### config.mk
export PLATFORM = sky130hd
export DESIGN_NAME = csr_status_bank
export DESIGN_NICKNAME = d
export VERILOG_FILES = /design/src/csr_bank_pkg.sv /design/src/csr_status_bank.sv
export VERILOG_INCLUDE_DIRS = /design/src /design/src/src
export SDC_FILE = /design/constraint.sdc
export NUM_CORES = 1
export LEC_CHECK = 0
export BUFFER_PORTS_ARGS = -buffer_cell sky130_fd_sc_hd__buf_2
export CAP_MARGIN = 15
export CORE_ASPECT_RATIO = 0.9
export CORE_MARGIN = 2
export CORE_UTILIZATION = 53
export CTS_CLUSTER_DIAMETER = 60
export DETAILED_ROUTE_END_ITERATION = 10
export PLACE_DENSITY = 0.86
export SLEW_MARGIN = 20
export SYNTH_ARGS = -nofsm -noshare
export SYNTH_HDL_FRONTEND = slang
export SYNTH_SLANG_ARGS = --single-unit
### constraint.sdc
create_clock -name clk -period 2.5 [get_ports clk]
set_input_delay 0.5 -clock clk [delete_from_list [all_inputs] [get_ports clk]]
set_output_delay 0.5 -clock clk [all_outputs]
set_load 0.02 [all_outputs]
### src/csr_bank_params.svh
// Constants for the indirect register bank: indices, bit positions, timings.
// Assumes inclusion by csr_bank_pkg and the bank module only.
`ifndef CSR_BANK_PARAMS_SVH
`define CSR_BANK_PARAMS_SVH

// Pointer field width and the register indices
`define PTR_W 7
`define IDX_STATUS 7'h00
`define IDX_MASK 7'h03
`define IDX_FEATURE 7'h04
`define IDX_MODE 7'h0F

// Status register bit positions
`define B_ANY_FAULT 15
`define B_BABBLE 14
`define B_SQE 13
`define B_LOST 12
`define B_GRANT 11
`define B_RX_DONE 10
`define B_TX_DONE 9
`define B_SETUP 8
`define B_IRQ_PEND 7
`define B_IRQ_EN 6
`define B_RX_ACT 5
`define B_TX_ACT 4
`define B_POLL 3
`define B_STOP 2
`define B_RUN 1
`define B_INIT 0

// Mask register bit positions
`define M_BABBLE 14
`define M_LOST 12
`define M_GRANT 11
`define M_RX_DONE 10
`define M_TX_DONE 9
`define M_SETUP 8

// Mode register bits for the receive and transmit disables
`define D_RX 0
`define D_TX 1

// Bus grant wait: 50 us at 50 MHz, rounded down
`define GRANT_WAIT_NS 50000
`define CLK_PERIOD_NS 20
`define GRANT_WAIT_CYC (`GRANT_WAIT_NS / `CLK_PERIOD_NS)

// Babble threshold in bytes per frame
`define BABBLE_BYTES 1519
// SQE window in bit times
`define SQE_BIT_TIMES 20

`endif

### src/csr_bank_pkg.sv
// Types shared by the indirect register bank and its bench.
// Assumes csr_bank_params.svh is on the include path.
`default_nettype none
`include "csr_bank_params.svh"

package csr_bank_pkg;

   // Host access to one of the three ports
   typedef enum logic [1:0] {
      PORT_POINTER = 2'b00,
      PORT_MAIN = 2'b01,
      PORT_BUSCFG = 2'b10,
      PORT_NONE = 2'b11
   } port_sel_e;

   // One host cycle: port, write strobe, read strobe, data
   typedef struct packed {
      port_sel_e port;
      logic wr;
      logic rd;
      logic [15:0] wdata;
   } host_req_s;

   // Events from the engine, one-cycle pulses: flag sets, poll fetch taken and direct interrupt causes
   typedef struct packed {
      logic babble;
      logic sqe;
      logic lost;
      logic rx_done;
      logic tx_done;
      logic setup_done;
      logic poll_taken;
      logic missed_ovf;
      logic coll_ovf;
      logic overlong;
      logic tx_begin;
   } events_s;

   // Grant wait state
   typedef enum logic [1:0] {
      G_IDLE = 2'b00,
      G_WAIT = 2'b01,
      G_DONE = 2'b10
   } grant_e;

endpackage

`default_nettype wire

### src/csr_status_bank.sv
// Indirect register access ports and the controller status register.
// Assumes events are synchronous one-cycle pulses from the engine on clk;
// bus-grant acknowledge and link-fail come from pins and are synchronised.
`timescale 1ns/1ps
`default_nettype none
`include "csr_bank_params.svh"

module csr_status_bank
   import csr_bank_pkg::*;
(
   // Clock and reset
   input wire logic clk,
   input wire logic srst,
   // Host port access
   input wire host_req_s req,
   output logic [15:0] rdata,
   // Engine events
   input wire events_s ev,
   input wire logic sqe_missing,
   input wire logic link_fail_tx,
   // Bus master handshake
   input wire logic bus_req,
   input wire logic bus_ack_pin,
   // Bus config register read data for the current index
   input wire logic [15:0] buscfg_rdata,
   // Register values out to the rest of the chip
   output logic [15:0] status,
   output logic [15:0] mask_reg,
   output logic [15:0] mode_reg,
   output logic [6:0] pointer,
   output logic buscfg_wr,
   output logic [15:0] buscfg_wdata,
   output logic poll_req,
   output logic irq
);

   // Internal state
   logic babble_fault, sqe_test_fault, lost_frame_flag, bus_grant_timeout;
   logic rx_done_flag, tx_done_flag, setup_loaded_flag;
   logic irq_enable, rx_active, tx_active, tx_poll_now;
   logic stop_bit, run_cmd, init_cmd, wait_init;
   logic ack_meta, ack_sync, fail_meta, fail_sync;
   logic [15:0] mask_q, mode_q;
   logic [6:0] ptr;
   logic [15:0] grant_cnt;
   grant_e grant_st;
   logic grant_fire;

   // Decoded main-port writes to the status, mask and mode registers
   logic st_wr, mk_wr, md_wr;
   logic [15:0] wd;
   logic stop_now, any_fault, irq_pending;
   assign wd = req.wdata;
   assign st_wr = req.wr && req.port == PORT_MAIN && ptr == `IDX_STATUS;
   assign mk_wr = req.wr && req.port == PORT_MAIN && ptr == `IDX_MASK;
   assign md_wr = req.wr && req.port == PORT_MAIN && ptr == `IDX_MODE;
   // Stop outranks run and init written alongside it
   assign stop_now = st_wr && wd[`B_STOP];

   // Pin synchronisers; only the second stage is read
   always_ff @(posedge clk) begin
      if (srst) begin
         ack_meta <= 1'b0;
         ack_sync <= 1'b0;
         fail_meta <= 1'b0;
         fail_sync <= 1'b0;
      end else begin
         ack_meta <= bus_ack_pin;
         ack_sync <= ack_meta;
         fail_meta <= link_fail_tx;
         fail_sync <= fail_meta;
      end
   end

   // Pointer register, low seven bits only
   always_ff @(posedge clk) begin
      if (srst) begin
         ptr <= 7'h00;
      end else if (req.wr && req.port == PORT_POINTER) begin
         ptr <= wd[6:0];
      end
   end

   // Mask and mode registers; stop leaves them alone
   always_ff @(posedge clk) begin
      if (srst) begin
         mask_q <= 16'h0000;
         mode_q <= 16'h0000;
      end else begin
         if (mk_wr) begin
            mask_q <= wd;
         end
         if (md_wr) begin
            mode_q <= wd;
         end
      end
   end

   // Grant timer counts while request waits for acknowledge
   always_ff @(posedge clk) begin
      if (srst || stop_bit) begin
         grant_st <= G_IDLE;
         grant_cnt <= 16'h0000;
      end else begin
         case (grant_st)
            G_IDLE: begin
               grant_cnt <= 16'h0000;
               if (bus_req && !ack_sync) begin
                  grant_st <= G_WAIT;
               end
            end
            G_WAIT: begin
               if (!bus_req || ack_sync) begin
                  grant_st <= G_IDLE;
               end else if (grant_cnt == 16'(`GRANT_WAIT_CYC - 1)) begin
                  grant_st <= G_DONE;
               end else begin
                  grant_cnt <= grant_cnt + 16'h0001;
               end
            end
            G_DONE: begin
               // One report per request; wait for it to drop
               if (!bus_req || ack_sync) begin
                  grant_st <= G_IDLE;
               end
            end
            default: grant_st <= G_IDLE;
         endcase
      end
   end
   assign grant_fire = grant_st == G_WAIT && bus_req && !ack_sync && grant_cnt == 16'(`GRANT_WAIT_CYC - 1);

   // Sticky event flags: set wins over a simultaneous write-one clear
   always_ff @(posedge clk) begin
      if (srst || stop_now) begin
         babble_fault <= 1'b0;
         sqe_test_fault <= 1'b0;
         lost_frame_flag <= 1'b0;
         bus_grant_timeout <= 1'b0;
         rx_done_flag <= 1'b0;
         tx_done_flag <= 1'b0;
         setup_loaded_flag <= 1'b0;
      end else begin
         babble_fault <= ev.babble || (babble_fault && !(st_wr && wd[`B_BABBLE]));
         sqe_test_fault <= ev.sqe || sqe_missing || (fail_sync && tx_active)
            || (sqe_test_fault && !(st_wr && wd[`B_SQE]));
         lost_frame_flag <= ev.lost || (lost_frame_flag && !(st_wr && wd[`B_LOST]));
         bus_grant_timeout <= grant_fire || (bus_grant_timeout && !(st_wr && wd[`B_GRANT]));
         rx_done_flag <= ev.rx_done || (rx_done_flag && !(st_wr && wd[`B_RX_DONE]));
         tx_done_flag <= ev.tx_done || (tx_done_flag && !(st_wr && wd[`B_TX_DONE]));
         setup_loaded_flag <= ev.setup_done || (setup_loaded_flag && !(st_wr && wd[`B_SETUP]));
      end
   end

   // Command bits: stop, run, init and the pending-init wait
   always_ff @(posedge clk) begin
      if (srst) begin
         stop_bit <= 1'b1;
         run_cmd <= 1'b0;
         init_cmd <= 1'b0;
         wait_init <= 1'b0;
      end else if (stop_now) begin
         stop_bit <= 1'b1;
         run_cmd <= 1'b0;
         init_cmd <= 1'b0;
         wait_init <= 1'b0;
      end else begin
         if (st_wr && (wd[`B_RUN] || wd[`B_INIT])) begin
            stop_bit <= 1'b0;
         end
         if (st_wr && wd[`B_RUN]) begin
            run_cmd <= 1'b1;
         end
         if (st_wr && wd[`B_INIT]) begin
            init_cmd <= 1'b1;
         end
         if (st_wr && wd[`B_RUN] && wd[`B_INIT]) begin
            wait_init <= 1'b1;
         end else if (ev.setup_done) begin
            wait_init <= 1'b0;
         end
      end
   end

   // Enable, active indications and poll demand
   always_ff @(posedge clk) begin
      if (srst || stop_now) begin
         irq_enable <= 1'b0;
         rx_active <= 1'b0;
         tx_active <= 1'b0;
         tx_poll_now <= 1'b0;
      end else begin
         if (st_wr) begin
            irq_enable <= wd[`B_IRQ_EN];
         end
         // Run alone starts now; run with init waits for setup to load
         if ((st_wr && wd[`B_RUN] && !wd[`B_INIT]) || (wait_init && ev.setup_done)) begin
            rx_active <= !mode_q[`D_RX];
            tx_active <= !mode_q[`D_TX];
         end
         // Demand dropped if transmitter is off; fetch clears it
         if (!tx_active) begin
            tx_poll_now <= 1'b0;
         end else if (st_wr && wd[`B_POLL]) begin
            tx_poll_now <= 1'b1;
         end else if (ev.poll_taken) begin
            tx_poll_now <= 1'b0;
         end
      end
   end

   // Summary bits; sqe fault feeds any_fault but no interrupt cause
   assign any_fault = babble_fault | sqe_test_fault | lost_frame_flag | bus_grant_timeout;
   assign irq_pending = (babble_fault & !mask_q[`M_BABBLE]) | (lost_frame_flag & !mask_q[`M_LOST])
      | (bus_grant_timeout & !mask_q[`M_GRANT]) | (rx_done_flag & !mask_q[`M_RX_DONE])
      | (tx_done_flag & !mask_q[`M_TX_DONE]) | (setup_loaded_flag & !mask_q[`M_SETUP])
      | ev.missed_ovf | ev.coll_ovf | ev.overlong | ev.tx_begin;

   // Registered outputs, one cycle behind the state
   always_ff @(posedge clk) begin
      if (srst) begin
         status <= 16'h0004;
         irq <= 1'b0;
         mask_reg <= 16'h0000;
         mode_reg <= 16'h0000;
         pointer <= 7'h00;
         poll_req <= 1'b0;
         buscfg_wr <= 1'b0;
         buscfg_wdata <= 16'h0000;
      end else begin
         status <= {any_fault, babble_fault, sqe_test_fault, lost_frame_flag, bus_grant_timeout,
            rx_done_flag, tx_done_flag, setup_loaded_flag, irq_pending, irq_enable,
            rx_active, tx_active, tx_poll_now, stop_bit, run_cmd, init_cmd};
         irq <= irq_enable && irq_pending;
         mask_reg <= mask_q;
         mode_reg <= mode_q;
         pointer <= ptr;
         poll_req <= tx_poll_now && tx_active;
         buscfg_wr <= req.wr && req.port == PORT_BUSCFG;
         buscfg_wdata <= wd;
      end
   end

   // Read data path, registered; unmapped indices read zero
   always_ff @(posedge clk) begin
      if (srst) begin
         rdata <= 16'h0000;
      end else if (req.rd && req.port == PORT_POINTER) begin
         rdata <= {9'h000, ptr};
      end else if (req.rd && req.port == PORT_BUSCFG) begin
         rdata <= buscfg_rdata;
      end else if (req.rd && req.port == PORT_MAIN && ptr == `IDX_STATUS) begin
         rdata <= {any_fault, babble_fault, sqe_test_fault, lost_frame_flag, bus_grant_timeout,
            rx_done_flag, tx_done_flag, setup_loaded_flag, irq_pending, irq_enable,
            rx_active, tx_active, tx_poll_now, stop_bit, run_cmd, init_cmd};
      end else if (req.rd && req.port == PORT_MAIN && ptr == `IDX_MASK) begin
         rdata <= mask_q;
      end else if (req.rd && req.port == PORT_MAIN && ptr == `IDX_MODE) begin
         rdata <= mode_q;
      end else if (req.rd) begin
         rdata <= 16'h0000;
      end
   end

endmodule
`default_nettype wire

-- Yosys cells after proc, flatten, opt, wreduce, memory -nomap -nowiden
Cells that the tools add are included.
- mux-type cells: 18
- equal/unequal tests: 12
- reductions and logical operators: 86
- bitwise gates (word level): 19
- add/sub/neg operators: 1
- operators by type and width (kind ; count):
    $mux W16 ; 7
    $logic_and A1 B1 Y1 ; 41
    $pmux W16 S2 ; 1
    $logic_not A1 Y1 ; 18
    $add A16 B1 Y16 const B ; 1
    $eq A16 B12 Y1 const B ; 1
    $logic_or A1 B1 Y1 ; 14
    $or A1 B1 Y1 ; 12
    $mux W2 ; 4
    $ne A2 B2 Y1 const B ; 4
    $eq A7 B2 Y1 const B ; 1
    $eq A7 B4 Y1 const B ; 1
    $logic_not A7 Y1 ; 1
    $mux W7 ; 1
    $and A1 B1 Y1 ; 6
    $pmux W2 S3 ; 1
    $reduce_and A3 Y1 ; 2
    $reduce_bool A2 Y1 ; 3
    $reduce_bool A6 Y1 ; 1
    $reduce_or A2 Y1 ; 3
    $reduce_bool A5 Y1 ; 1
    $eq A2 B1 Y1 const B ; 2
    $eq A2 B2 Y1 const B ; 2
    $logic_not A2 Y1 ; 2
    3 further kinds ; 6
- logic and storage cells: 170
- bits in registers: 166
- output and inout port bits: 90

-- Logic depth before layout (Yosys ltp)
- depth in word-level cells: 14
- gate-level depth with buffers: 7
- mapped depth without buffers: 5

-- Worst setup path after synthesis
Ideal clock, no wire load.
- kind: input to register
- start point: in srst
- end point: reg grant_cnt[11]
- path slack: 693 ps
- stages: 6
- data required time: 2438 ps
- arrival: 1744 ps
- cell sequence: buf_2 -> nor2_4 -> inv_1 -> or4_1 -> or4_1 -> nand3_1
- longest elaborated chain between the ends: 1
- RTL lines (what ; RTL line ; text):
    from (decl) ; csr_status_bank.sv:13 ; input wire logic srst,
    $logic_or A1 B1 Y1 ; csr_status_bank.sv:101 ; if (srst || stop_bit) begin
    to (signal assigned) ; csr_status_bank.sv:118 ; grant_cnt <= grant_cnt + 16'h0001;
    to (decl) ; csr_status_bank.sv:45 ; logic [15:0] grant_cnt;
Every way passes these cells.
A chain may end at the register's enable or synchronous reset.

-- Worst setup path in the final report
- start point: reg grant_cnt[0]
- end point: reg grant_st[1]
- longest elaborated chain between the ends: 3
- RTL lines (what ; RTL line ; text):
    $eq A16 B12 Y1 ; csr_status_bank.sv:115 ; end else if (grant_cnt == 16'(`GRANT_WAIT_CYC - 1)) begin
    $ne A3 B3 Y1 (no line) ; - ;
    $reduce_and A3 Y1 (no line) ; - ;
    to (signal assigned) ; csr_status_bank.sv:114 ; grant_st <= G_IDLE;
    to (signal assigned) ; csr_status_bank.sv:116 ; grant_st <= G_DONE;
    to (signal assigned) ; csr_status_bank.sv:124 ; grant_st <= G_IDLE;
    to (decl) ; csr_status_bank.sv:46 ; grant_e grant_st;
Every way passes these cells.

==> results_dict.tcl <==
set metrics [dict create \
    outcome "completed" \
    drc 0 \
    p_sw_w 0.00142 \
    layout_setup_ws_ns 0.230 \
    power_frac_clock_pct 44.8 \
    grt_pass1_vias 5072 \
    grt_pass1_wl_um 26500 \
    synth_largest_area_cell "dfxtp_1" \
    syn_nets 672 \
    end_kind "flip-flop" \
    gp_congestion 0.941 \
    io_pins 143 \
    power_density_nw_per_um2 754 \
    synth.area.top_cells "dfxtp_1 (54%), nor2b_1 (8.4%), o22a_1 (5.5%)" \
    ys_seq_elements 166 \
    slew_headroom_pct 52.8 \
    track_usage_pct 26.9 \
    firstDrtPassIters 6 \
    path_clk_slew_ns 0.06 \
    wl_per_cell_um 18.6 \
    ant_nets 0 \
    synthFlopType "dfxtp_1" \
    netlist_area_um2 6200 \
    die_h_um 107 \
    via_count 5348 \
    crit_slowest_cell "and4_2" \
    fin_total_pwr_w 0.00570 \
    syn_inst 618 \
    start_kind "flip-flop" \
    fin_tns_setup_ns 0 \
    numPortBuffers 142 \
    worstMarginPinSlew_ns 0.703 \
    nFillCells 906 \
    r2r_start "grant_cnt[0]" \
    numCtsBuffers 17 \
    cts.sinks 166 \
    finalHoldViolCount 0 \
    insertion_delay_ns 0.43 \
    p_comb_share_pct 7.1 \
    p_int_w 0.00428 \
    cts_hold_buf 0 \
    place_ws_ns 0.351 \
    area_growth_pct 22.0 \
    core-area_um2 11400 \
    die-area_um2 12600 \
    cp_max_fo 23 \
    hold_start "bus_ack_pin" \
    p_leak_nw 3.17 \
    path_cells "ha_1, nor4b_1, and4_2, nand3b_1, a2111oi_0" \
    cts_tree "yes" \
    hold_class "in -> reg" \
    seqPwrFrac_pct 48.1 \
    antenna_cells 0 \
    netlist.area_leader.share_pct 53.6 \
    wl_um 17000 \
    routed_via_density 5.85 \
    yosysWarningCount 0 \
    criticalPathCategory "reg -> reg" \
    async_reset_ff_share_pct 0 \
    overflow 0 \
    grt_antenna_before_repair 0 \
    slew_viol_final 0 \
    cp.required_ns 2.78 \
    fin_crit_sh_pct 90.8 \
    swShare_pct 24.8 \
    max_stage_delay_ns 0.54 \
    ys_types 66 \
    cts_resized 0 \
    max-vdd-ir-drop_mv 0.519 \
    postCtsSetupBuffers 0 \
    die_x_um 118 \
    fin_nets 799 \
    drtIter0Drc 788 \
    synth.yosys.seq_area_share_pct 53.6 \
    r2r_setup_slack_ns 0.23 \
    cts_max_level 4 \
    worstPathArrival_ns 2.55 \
    grt_setup_unrepaired "false" \
    fin_crit_ns 2.27 \
    worstHoldPathCells 2 \
    syn_avg_cell_area_um2 10.0 \
    worstRegToRegCells 5 \
    cts_root_buffer "clkbuf_16" \
    hold_end "ack_meta" \
    cts_max_path_buffers 2 \
    setup_violations 0 \
    maxCapViolCount 0 \
    layout-drive-gt1-share_pct 27.2 \
    synth_edf_count 0 \
    fp-row-count 37 \
    dpl.hpwl_um 11900 \
    finClkSkew_ns 0.00819 \
    fmax_ghz 0.441 \
    start_util_pct 54.2 \
    grt_max_degree 99 \
    rr_endpoint "grant_st[1]" \
]
==> per-stage QoR <==
| step | hold WS, ns | util (%) | std cells | area, µm² |
|---|---|---|---|---|
| floorplan | 0.414 | - | 618 | 6200 |
| global placement | 0.427 | 61.0 | 882 | 6980 |
| detailed placement | 0.429 | 61.0 | 882 | 6980 |
| CTS | 0.274 | 66.1 | 914 | 7560 |
| global route | 0.295 | 66.1 | 914 | 7560 |
| finish | 0.288 | 66.1 | 914 | 7560 |
==> synth_stat cells, types with 3 or more instances <==
cell and count:
dfxtp_1 166, nor2b_1 83, o22a_1 39, a21oi_1 36
nor2_1 30, clkbuf_1 23, nand3_1 18, nand2_1 16
inv_1 15, and3_1 14, o21ai_0 13, a211oi_1 12
buf_2 11, o22ai_1 9, or4_1 9, a221oi_1 8
nand4_1 8, o221ai_1 8, mux2_2 7, nand2b_1 6
nor4_1 6, o21a_1 5, o31ai_1 5, or2_2 5
a31oi_1 4, and2_1 4, o211ai_1 4, a21o_1 3
buf_1 3, buf_6 3
==> critical path: cells and delay by family, from the launching register on <==
kind	cells	cell delay (ns)
AND/OR/NAND/NOR	3	0.93
AO/OA/AOI/OAI	1	0.47
flip-flops	1	0.44
adder cells (fa/ha/maj)	1	0.29
==> routing by layer <==
| metal | share of wire (%) | routed length (µm) | vias to the layer above | GRT usage, % |
|---|---|---|---|---|
| li1 | - | - | 2492 | - |
| met1 | 44 | 7380 | 2532 | 36.6 |
| met3 | 8.1 | 1370 | 41 | 6.54 |
| met5 | 0 | 0 | - | 0 |
| met4 | 2.5 | 420 | 0 | 10.4 |
| met2 | 46 | 7780 | 283 | 41.7 |
==> worst max-delay path by stage <==
stage	startpoint	slack (ns)	depth (start not counted)	to
after floorplan	srst	0.69	6	grant_cnt[11]
after global placement	req[19]	0.44	5	tx_poll_now
after detailed placement	req[19]	0.35	5	tx_poll_now
after CTS	grant_cnt[1]	0.25	5	grant_st[1]
after global routing	grant_cnt[0]	0.008	5	grant_st[1]
final	grant_cnt[0]	0.23	5	grant_st[1]
==> power by group through the flow <==
stage                     clock, W  combinational [W]  sequential [W]
after global placement           0           0.000388         0.00280
after CTS                  0.00257           0.000399         0.00274
after global routing       0.00269           0.000434         0.00275
after detailed placement         0           0.000397         0.00280
after floorplan                  0           0.000201         0.00284
final                      0.00255           0.000405         0.00274
==> area by class of cell <==
type	count	area (µm²)	share of cell area (%)
multi-input combinational	394	2610	34.6
timing repair buffer	151	793	10.5
inverter	15	56.3	0.745
sequential	166	3320	44.0
clock buffer	18	439	5.81
clock inverter	14	140	1.85
tap	156	195	2.58
==> cell usage in the layout, fill, tap and decap left out, types with 3 or more instances in the layout <==
cell and instances:
o21ai_0 13, nand2_1 16, buf_2 141, nand4_1 8
or2_2 5, o211ai_1 4, inv_1 15, o22ai_1 9
a31oi_1 4, buf_4 9, nand2b_1 6, o21a_1 5
a211oi_1 12, o221ai_1 8, and2_1 4, inv_6 5
or4_1 9, a21o_1 3, clkbuf_16 17, o31ai_1 5
inv_8 3, a221oi_1 8, dfxtp_1 166, nor2_1 30
nand3_1 18, mux2_2 7, and3_1 14, nor4_1 6
nor2b_1 83, a21oi_1 36, o22a_1 39, clkinv_2 3
==> kinds of logic (layout without fill, tap and decap cells) <==
| group | count (synthesis) | after routing | share of synthesized area, % |
|---|---|---|---|
| DFF | 166 | 166 | 53.6 |
| adders and majority gates | 1 | 1 | 0.202 |
| buffers and inverters | 58 | 198 | 4.24 |
| muxes | 8 | 8 | 1.43 |
| xor gates and xnor gates | 3 | 3 | 0.424 |
| and+or+nand+nor | 225 | 225 | 22.0 |
| AOI/OAI and AO/OA | 157 | 157 | 18.1 |
Power figures use the tool's default switching activity.
